`config.mk`:
```
export PLATFORM = sky130hd
export DESIGN_NAME = djk_top
export DESIGN_NICKNAME = d
export VERILOG_FILES = /design/src/core/djk_pkg.sv /design/src/core/djk_sync.sv /design/src/core/djk_top.sv
export SDC_FILE = /design/constraint.sdc
export NUM_CORES = 1
export LEC_CHECK = 0
export ABC_CLOCK_PERIOD_IN_PS = 1220
export BUFFER_PORTS_ARGS = -buffer_cell sky130_fd_sc_hd__buf_4
export CORE_MARGIN = 2
export CORE_UTILIZATION = 51
export DETAILED_ROUTE_END_ITERATION = 10
export PLACE_DENSITY = 0.74
export SLEW_MARGIN = 20
export SYNTH_ARGS = -nofsm -noshare
export SYNTH_HDL_FRONTEND = slang
export SYNTH_HIERARCHICAL = 1
export SYNTH_SLANG_ARGS = --single-unit
```
`constraint.sdc`:
```
create_clock -name ref_clk -period 1.22 [get_ports ref_clk]
set_clock_uncertainty 0.05 [all_clocks]
set_input_delay 0.122 -clock ref_clk [delete_from_list [all_inputs] [get_ports ref_clk]]
set_output_delay 0.122 -clock ref_clk [all_outputs]
set_load 0.005 [all_outputs]
```
`src/core/djk_pkg.sv`:
```
// Shared constants, reset values and the next-state function of the dual J-K block.
`default_nettype none
package djk_pkg;
	localparam int unsigned DJK_NUM_ELEM = 2;
	localparam int unsigned DJK_SYNC_STAGES = 2;
	localparam int unsigned DJK_SYNC_FIELDS = 5;
	localparam logic DJK_STATE_RST = 1'h0;
	localparam logic DJK_CLK_RST = 1'h0;
	localparam logic DJK_STEER_RST = 1'h0;
	localparam logic DJK_ASYNC_RST = 1'h1;

	// Next stored level from the two steering inputs at a falling clock edge.
	function automatic logic djkNext(input logic cur, input logic j, input logic k);
		logic res;
		res = cur;
		unique case ({j, k})
			2'h0: res = cur;
			2'h2: res = 1'h1;
			2'h1: res = 1'h0;
			2'h3: res = ~cur;
		endcase
		return res;
	endfunction
endpackage : djk_pkg
`default_nettype wire

```
`src/core/djk_sync.sv`:
```
// Two-flop synchroniser for a bus of independent single-bit levels.
`default_nettype none
module djk_sync
	import djk_pkg::*;
#(
	parameter int unsigned WIDTH = 1,
	parameter logic [WIDTH-1:0] RST_VAL = '0
) (
	input wire logic ref_clk,
	input wire logic rst,
	input wire logic [WIDTH-1:0] din,
	output logic [WIDTH-1:0] dout
);
	typedef struct packed {
		logic [WIDTH-1:0] stage1;
		logic [WIDTH-1:0] stage2;
	} djk_sync_st_t;

	localparam djk_sync_st_t SYNC_RST = '{stage1: RST_VAL, stage2: RST_VAL};

	djk_sync_st_t st_r;
	djk_sync_st_t st_nxt;

	always_comb begin
		st_nxt = st_r;
		st_nxt.stage1 = din;
		st_nxt.stage2 = st_r.stage1;
	end

	always_ff @(posedge ref_clk) begin
		if (rst) begin
			st_r <= SYNC_RST;
		end else begin
			st_r <= st_nxt;
		end
	end

	assign dout = st_r.stage2;
endmodule // djk_sync
`default_nettype wire

```
`src/core/djk_top.sv`:
```
// Dual falling-edge J-K storage element with active-low asynchronous set and reset.
//
// Notes on behaviour
// - There are independent elements, each with its own clock, steering, set, reset and outputs.
// - At a falling element clock with set and reset inactive, J=K=0 holds, J alone sets, K alone resets.
// - At a falling element clock with set and reset inactive and J and K both high, the state and both outputs invert.
// - Steering changes while the element clock is steady do not touch the outputs.
// - Without a falling element clock and with set and reset inactive, both outputs hold.
// - Set low alone drives true high and inverted low; reset low alone drives the reverse.
// - Set and reset low together drive both outputs high, which ends when either is released.
`default_nettype none
module djk_top
	import djk_pkg::*;
#(
	parameter int unsigned NUM_ELEM = DJK_NUM_ELEM
) (
	input wire logic ref_clk,
	input wire logic rst,
	input wire logic [NUM_ELEM-1:0] elemClk,
	input wire logic [NUM_ELEM-1:0] steerJ,
	input wire logic [NUM_ELEM-1:0] steerK,
	input wire logic [NUM_ELEM-1:0] asyncSetLow,
	input wire logic [NUM_ELEM-1:0] asyncResetLow,
	output logic [NUM_ELEM-1:0] stateTrue,
	output logic [NUM_ELEM-1:0] stateInv
);
	localparam int unsigned SW = DJK_SYNC_FIELDS * NUM_ELEM;
	localparam logic [SW-1:0] SYNC_RST = {
		{NUM_ELEM{DJK_ASYNC_RST}},
		{NUM_ELEM{DJK_ASYNC_RST}},
		{NUM_ELEM{DJK_STEER_RST}},
		{NUM_ELEM{DJK_STEER_RST}},
		{NUM_ELEM{DJK_CLK_RST}}
	};

	typedef struct packed {
		logic [NUM_ELEM-1:0] stored;
		logic [NUM_ELEM-1:0] outTrue;
		logic [NUM_ELEM-1:0] outInv;
		logic [NUM_ELEM-1:0] prevClk;
	} djk_top_st_t;

	localparam djk_top_st_t ST_RST = '{
		stored: {NUM_ELEM{DJK_STATE_RST}},
		outTrue: {NUM_ELEM{DJK_STATE_RST}},
		outInv: {NUM_ELEM{~DJK_STATE_RST}},
		prevClk: {NUM_ELEM{DJK_CLK_RST}}
	};

	logic [SW-1:0] syncOut;
	logic [NUM_ELEM-1:0] clkS;
	logic [NUM_ELEM-1:0] jS;
	logic [NUM_ELEM-1:0] kS;
	logic [NUM_ELEM-1:0] setS;
	logic [NUM_ELEM-1:0] rstS;
	logic [NUM_ELEM-1:0] fallEdge;

	djk_top_st_t st_r;
	djk_top_st_t st_nxt;

	// Every element pin crosses into the ref_clk domain before the state logic reads it; rst is used directly.
	djk_sync #(
		.WIDTH(SW),
		.RST_VAL(SYNC_RST)
	) u_sync (
		.ref_clk(ref_clk),
		.rst(rst),
		.din({asyncResetLow, asyncSetLow, steerK, steerJ, elemClk}),
		.dout(syncOut)
	);

	assign clkS = syncOut[0 +: NUM_ELEM];
	assign jS = syncOut[NUM_ELEM +: NUM_ELEM];
	assign kS = syncOut[2*NUM_ELEM +: NUM_ELEM];
	assign setS = syncOut[3*NUM_ELEM +: NUM_ELEM];
	assign rstS = syncOut[4*NUM_ELEM +: NUM_ELEM];

	// A falling edge is seen once, the cycle the synchronised clock goes from high to low.
	assign fallEdge = st_r.prevClk & ~clkS;

	always_comb begin
		st_nxt = st_r;
		for (int i = 0; i < NUM_ELEM; i++) begin
			st_nxt.prevClk[i] = clkS[i];
			if (!setS[i] && !rstS[i]) begin
				st_nxt.outTrue[i] = 1'h1;
				st_nxt.outInv[i] = 1'h1;
			end else begin
				if (!setS[i]) begin
					st_nxt.stored[i] = 1'h1;
				end else if (!rstS[i]) begin
					st_nxt.stored[i] = 1'h0;
				end else if (fallEdge[i]) begin
					st_nxt.stored[i] = djkNext(st_r.stored[i], jS[i], kS[i]);
				end
				// Outputs follow the stored level, so they hold when nothing acts.
				st_nxt.outTrue[i] = st_nxt.stored[i];
				st_nxt.outInv[i] = ~st_nxt.stored[i];
			end
		end
	end

	always_ff @(posedge ref_clk) begin
		if (rst) begin
			st_r <= ST_RST;
		end else begin
			st_r <= st_nxt;
		end
	end

	assign stateTrue = st_r.outTrue;
	assign stateInv = st_r.outInv;

	// Checks on the raw pins allow for the two synchroniser stages ahead of the state flop.
	for (genvar g = 0; g < NUM_ELEM; g++) begin : g_chk

	end
endmodule // djk_top
`default_nettype wire

```
==> summary.txt, run 1 <==
Clocking
  – Depth of the CTS H-tree: 1
  – Post-CTS setup-driven buffer insertion count: 0
  – Insertion delay to the later sink of the worst-skew pair: slightly above 0.3 ns
  – Clock Pin Slew Worst Setup and Hold Paths: approximately 0.12 ns
  – Max clock buf depth: 2
  – Clock Sinks: 28
  – CTS buffer count: 3
  – Root buffer selected by CTS: sky130_fd_sc_hd__clkbuf_4
  – CTS tree: done

Power and ir drop
  – Power density of the placed cells: 1320 mW/mm^2
  – IR Drop Worst-Case VDD: 0.955 mV
  – Total leakage power: between 0.0004 and 0.0005 uW

Place
  – IO Port Bufs: 15
  – Final weighted congestion in routability-driven placement: 0.688
  – Cell area after placement: approximately 960 um^2
  – Detailed placer's ending HPWL: 673 um

Final layout
  – Multi-input gate area in the final layout: roughly 260 um^2
  – Number of fill cells: approximately 120
  – Fraction of layout instances using a drive strength above 1: 24.0%
  – Final-stage net count: between 100 and 150
  – Count of antenna diodes in the layout: 0
  – Final cell utilization of the core: 69.6%
  – Area growth from synthesis to layout: 24.4%
  – Area of all sequential standard cells: about 560 um^2
  – Design Area, Final: 0.00108 mm^2

Floorplan
  – Initial cell density of the core: between 50 and 60%
  – Vertical die dimension: roughly 45 um
  – Area enclosed by the die boundary: roughly 0.002 mm^2
  – Placeable core area: 0.00156 mm^2
  – Std-Cell Rows: 14
  – Count of boundary I/O pins: 16
  – Die X-Extent: roughly 45 um

Worst setup path
  – Worst setup path startpoint: st_r[7]
  – Peak fanout along the critical path: 3
  – Worst setup EP type: flop
  – Arrival time at the worst endpoint: between 1 and 1.5 ns
  – Kind of start point of the critical path: flop
  – Startpoint of the worst register-to-register path: st_r[7]
  – Required time at the worst-slack endpoint: 1.38 ns
  – Category of the critical setup timing path: reg2reg

Global route
  – Number of global-route vias before repair: slightly below 500
  – Global-route met3 utilization: around 4.8%
  – Met2 Usage GRT: about a quarter
  – Overflow left after global routing: 0
  – Largest net degree at the start of global routing: 29
  – Initial antenna violation count: 0
  – First-pass GRT wire length: a little over 2 mm
  – Most congested layer reported by global routing: met2
  – GRT Resource Usage Total: around 15%
  – GR met1 Demand/Resource: approximately 16%

Timing
  – Max Slew Vio Count: 0
  – TNS Setup: 0 ns
  – FMAX: 853 MHz
  – Unrepaired setup endpoints after global routing: true
  – Minimum period implied by the final worst setup slack: 1.17 ns
  – Headroom to the max-slew limit: 83.3%
  – Final Cycle Share: between 90% and 100%
  – Measured slew at the worst slew-check pin: 0.250 ns
  – Final count of hold timing violations: 0
  – Finish-stage setup viols: 0

Logic synthesis
  – Share of synthesized area occupied by flip-flops and latches: between 60% and 70%
  – Flops & latches, synth: 28
  – Cell area after synthesis: ~870 um^2
  – Average footprint of a synthesized cell: 11.8 um^2
  – Count of distinct cell types in the synthesized netlist: 14
  – Nets in the synthesized netlist: 86
  – Share of the synthesized area in the top cell type: between 60% and 70%
  – Number of warnings printed during yosys synthesis: 6
  – Cell accounting for the most synthesized area: sky130_fd_sc_hd__dfxtp_1
  – Cell count after synthesis: 74
  – Largest cells by area after synthesis: sky130_fd_sc_hd__dfxtp_1 (64%), sky130_fd_sc_hd__nor2b_1 (10%), sky130_fd_sc_hd__or2_1 (5.7%)

Run status
  – Outcome: finished, final reports clean

Route
  – First DRT Iteration DRCs: 2
  – Vias per Instance: 4.66
  – Final routed wire length divided by cell count: 10.1 um
  – Final Routed Wirelength: about 1.1 mm
  – Post-route DRC violation count: 0
  – Number of vias in the routed layout: ~520
  – Total iterations of the first detailed-routing run: 4
  – DRT antenna net count: 0

Hold path
  – Start point of the worst min-delay path: rst
  – Path category of the worst min-delay check: in2reg

Flow run
  – Max-capacitance violation count: 0
==> cells in the final DEF (no fill, tap or decap), types with 3 or more instances in the layout <==
| cell | netlist | final |
|---|---|---|
| sky130_fd_sc_hd__clkbuf_4 | 0 | 3 |
| sky130_fd_sc_hd__buf_4 | 4 | 15 |
| sky130_fd_sc_hd__dfxtp_1 | 28 | 25 |
| sky130_fd_sc_hd__dlygate4sd3_1 | 0 | 10 |
| sky130_fd_sc_hd__nor3_1 | 4 | 4 |
| sky130_fd_sc_hd__dfxtp_2 | 0 | 3 |
| sky130_fd_sc_hd__or2_1 | 8 | 8 |
| sky130_fd_sc_hd__nor2b_1 | 14 | 14 |
==> state kept, by name, indices dropped and copies added, names as in the netlist <==
name and flops:
stateTrue 2, u_sync/dout 10, st_r 4, u_sync/st_nxt 10
stateInv 2
==> worst paths after layout <==
path | to | cells past startpoint | slack, ns
setup / recovery | stateInv[1] | 3 | 0.05
setup reg to reg | stateInv[1] | 3 | 0.05
hold / removal | u_sync/dout[1] | 2 | 0.09
hold reg to reg | u_sync/dout[7] | 1 | 0.37
==> kinds of logic after synthesis <==
logic type             after synthesis  share of synthesized area, %
AOI/OAI and AO/OA                    4                          4.02
DFF                                 28                          64.3
buffers and inverters                8                          6.17
and+or+nand+nor                     34                          25.5
==> synth_stat cells <==
cell,count
sky130_fd_sc_hd__a211oi_2,2
sky130_fd_sc_hd__a21oi_1,2
sky130_fd_sc_hd__and4bb_1,2
sky130_fd_sc_hd__buf_2,1
sky130_fd_sc_hd__buf_4,4
sky130_fd_sc_hd__buf_6,1
sky130_fd_sc_hd__dfxtp_1,28
sky130_fd_sc_hd__inv_1,2
sky130_fd_sc_hd__nand3b_1,2
sky130_fd_sc_hd__nor2_1,2
sky130_fd_sc_hd__nor2b_1,14
sky130_fd_sc_hd__nor3_1,4
sky130_fd_sc_hd__or2_1,8
sky130_fd_sc_hd__or3b_1,2
==> area by class of cell <==
| class | count | share of cell area, % |
|---|---|---|
| inverter | 2 | 0.692 |
| clock buffer | 3 | 2.08 |
| sequential | 28 | 52.0 |
| tap | 16 | 1.85 |
| multi-input combinational | 38 | 23.8 |
| timing repair buffer | 25 | 19.6 |
==> stage by stage <==
stage          hold WS (ns)  total power, uW  worst slack (ns)  instances
2_1_floorplan         0.144             1050             0.104         74
3_3_place_gp          0.251             1080            0.0863         99
3_5_place_dp          0.256             1080            0.0551         99
4_1_cts              0.0851             1450            0.0374        112
5_1_grt              0.0938             1510         -0.000883        112
6_report             0.0891             1430            0.0481        112
==> power breakdown <==
| part | leakage [uW] | internal [uW] | switching, uW |
|---|---|---|---|
| clock | 0.0000138 | 115 | 225 |
| combinational | 0.000215 | 78.0 | 39.0 |
| sequential | 0.000232 | 958 | 12.8 |
==> layer usage <==
layer,routed length [um],vias up
met5,0,-
met1,484,226
met4,38,0
met2,566,14
li1,-,278
met3,46,4
==> repair_timing <==
| action | 4_1_cts | 5_1_grt |
|---|---|---|
| setup endpoints to repair | 0 | 2 |
| gates resized for setup | 0 | 3 |
| hold endpoints to repair | 10 | 0 |
| hold buffers | 10 | 0 |
==> worst max-delay path, stage by stage (launching register included) <==
cell                       delay, ns
sky130_fd_sc_hd__dfxtp_1        0.35
sky130_fd_sc_hd__and4bb_1       0.27
sky130_fd_sc_hd__a211oi_2       0.06
sky130_fd_sc_hd__or3b_1         0.34
No activity file was read; power rests on OpenSTA's default activity.
==> run 2, diff against run 1 <==
--- a/config.mk
+++ b/config.mk
@@ -8,9 +8,9 @@
 export ABC_CLOCK_PERIOD_IN_PS = 1220
 export BUFFER_PORTS_ARGS = -buffer_cell sky130_fd_sc_hd__buf_4
 export CORE_MARGIN = 2
-export CORE_UTILIZATION = 51
+export CORE_UTILIZATION = 50
 export DETAILED_ROUTE_END_ITERATION = 10
-export PLACE_DENSITY = 0.74
+export PLACE_DENSITY = 0.73
 export SLEW_MARGIN = 20
 export SYNTH_ARGS = -nofsm -noshare
 export SYNTH_HDL_FRONTEND = slang
==> run 2 against run 1 <==
Net effect: sequential share of layout area hardly changed; wire length is 6.3% lower; register-to-register slack hardly changed; cell count is 0.89% higher; critical path depth stayed put; final area is 0.23% higher; hold slack better by 0.0084 ns; core utilization is 5.2 points lower; non-clock buffer count stayed put; clock-buffer cell count stayed put; fmax is 0.60% higher.
==> summary.txt, run 2 (same netlist as run 1, synthesis figures left out) <==
Final layout
  – Fraction of layout instances using a drive strength above 1: around 25%
  – Leading cell type in the layout, fill and taps excluded: sky130_fd_sc_hd__dfxtp_1
  – Design Area, Final: around 0.0011 mm^2
  – Count of antenna diodes in the layout: 0
  – Final cell utilization of the core: about 64%
  – Area growth from synthesis to layout: 24.7%
  – Area of all sequential standard cells: 566 um^2
  – Final-stage net count: 110
  – Multi-input gate area in the final layout: ~260 um^2
  – Highest-count cells in the layout ignoring fill and taps: sky130_fd_sc_hd__dfxtp_1 (24), sky130_fd_sc_hd__buf_4 (15), sky130_fd_sc_hd__nor2b_1 (14), sky130_fd_sc_hd__dlygate4sd3_1 (10), sky130_fd_sc_hd__or2_1 (8)
  – Number of fill cells: between 100 and 150

Timing
  – Headroom to the max-slew limit: ~84%
  – Final Cycle Share: a little over nine tenths
  – Unrepaired setup endpoints after global routing: true
  – FMAX: 858 MHz
  – Finish-stage setup viols: 0
  – Minimum period implied by the final worst setup slack: 1.16 ns
  – Measured slew at the worst slew-check pin: between 0.2 and 0.25 ns
  – TNS Setup: 0 ns
  – Max Slew Vio Count: 0
  – Final count of hold timing violations: 0
  – Final critical-path setup slack: 0.0551 ns

Route
  – Post-route DRC violation count: 0
  – Final routed wire length divided by cell count: about 9.4 um
  – Number of vias in the routed layout: between 500 and 600
  – Final Routed Wirelength: 1.06 mm
  – Total iterations of the first detailed-routing run: 2
  – Vias per Instance: 4.59
  – First DRT Iteration DRCs: 5
  – DRT antenna net count: 0

Floorplan
  – Die X-Extent: 45.8 um
  – Count of boundary I/O pins: 16
  – Area enclosed by the die boundary: about 0.0021 mm^2
  – Placeable core area: about 0.0017 mm^2
  – Initial cell density of the core: ~52%
  – Vertical die dimension: ~46 um
  – Std-Cell Rows: 15

Worst setup path
  – Family with the most delay on the worst path: simple AND/OR/NAND/NOR gates
  – Required time at the worst-slack endpoint: roughly 1.4 ns
  – Kind of start point of the critical path: flop
  – Category of the critical setup timing path: reg2reg
  – Arrival time at the worst endpoint: 1.31 ns
  – Number of buffers and inverters on the critical path: 0
  – Slowest-stage cell, CP: sky130_fd_sc_hd__dfxtp_2
  – Worst setup EP type: flop
  – Peak fanout along the critical path: 3
  – Startpoint of the worst register-to-register path: u_sync/dout[0]
  – Worst setup path startpoint: u_sync/dout[0]
  – Maximum single-stage delay on the critical path: 0.34 ns
  – Cells traversed along the worst timing path: and4bb_1 -> a211oi_2 -> or3b_1

Global route
  – GR met1 Demand/Resource: 13.6%
  – Largest net degree at the start of global routing: 29
  – Overflow left after global routing: 0
  – Initial antenna violation count: 0
  – Global-route met3 utilization: approximately 2.4%
  – GRT Resource Usage Total: a little under an eighth
  – Number of global-route vias before repair: around 420
  – Met2 Usage GRT: about a fifth
  – First-pass GRT wire length: roughly 1.7 mm
  – Most congested layer reported by global routing: met2

Power and ir drop
  – Power density of the placed cells: roughly 1300 mW/mm^2
  – Final Power: 1420 uW
  – IR Drop Worst-Case VDD: roughly 0.94 mV
  – Total leakage power: ~0.00046 uW

Clocking
  – Insertion delay to the later sink of the worst-skew pair: between 0.3 and 0.4 ns
  – Root buffer selected by CTS: sky130_fd_sc_hd__clkbuf_4
  – CTS tree: done
  – Depth of the CTS H-tree: 1
  – Post-CTS setup-driven buffer insertion count: 0
  – Max clock buf depth: 2
  – Clock Sinks: 28
  – CTS buffer count: 3
  – Clock Pin Slew Worst Setup and Hold Paths: between 0.1 and 0.15 ns

Flow run
  – Max-capacitance violation count: 0

Hold path
  – Start point of the worst min-delay path: rst
  – Path category of the worst min-delay check: in2reg

Place
  – Final weighted congestion in routability-driven placement: ~0.72
  – Cell area after placement: around 960 um^2
  – Worst setup slack after placement: around 0.065 ns
  – IO Port Bufs: 15

Run status
  – Outcome: finished, final reports clean
## run 2: path summary, 6_finish.rpt
| check | slack, ns | endpoint | cells after the start |
|---|---|---|---|
| worst min register to register | 0.37 | u_sync/dout[8] | 1 |
| worst max-delay path | 0.06 | stateInv[0] | 3 |
| worst max register to register | 0.06 | stateInv[0] | 3 |
| worst min-delay path | 0.1 | u_sync/st_nxt[5] | 2 |
## run 2: cell type report
type,instances,area share (%)
tap,17,1.96
clock buffer,3,2.07
sequential,28,52.0
multi-input combinational,38,23.7
inverter,2,0.690
timing repair buffer,25,19.6
## run 2: per-stage QoR
step / hold slack [ns] / std cells
global placement: 0.251 / 100
CTS: 0.0921 / 113
global route: 0.111 / 113
finish: 0.0974 / 113
floorplan: 0.144 / 74
detailed placement: 0.256 / 100
## run 2: per-layer routing
layer	wire length [um]	part of all wire (%)
met5	0	0
met4	12	1.1
met2	568	53
met1	448	42
met3	34	3.2
## run 2: repair_timing
action	in CTS	in global routing
endpoints found under the setup margin	0	2
hold buffers	10	0
hold endpoints to repair	10	0
resized for setup	0	4
## run 2: power by group
| group | total [uW] | internal (uW) | leakage [uW] | switching [uW] |
|---|---|---|---|---|
| Combinational | 116 | 77.9 | 0.000215 | 37.8 |
| Sequential | 970 | 958 | 0.000233 | 12.5 |
| Clock | 338 | 115 | 0.0000138 | 223 |
| Total | 1420 | 1150 | 0.000462 | 273 |
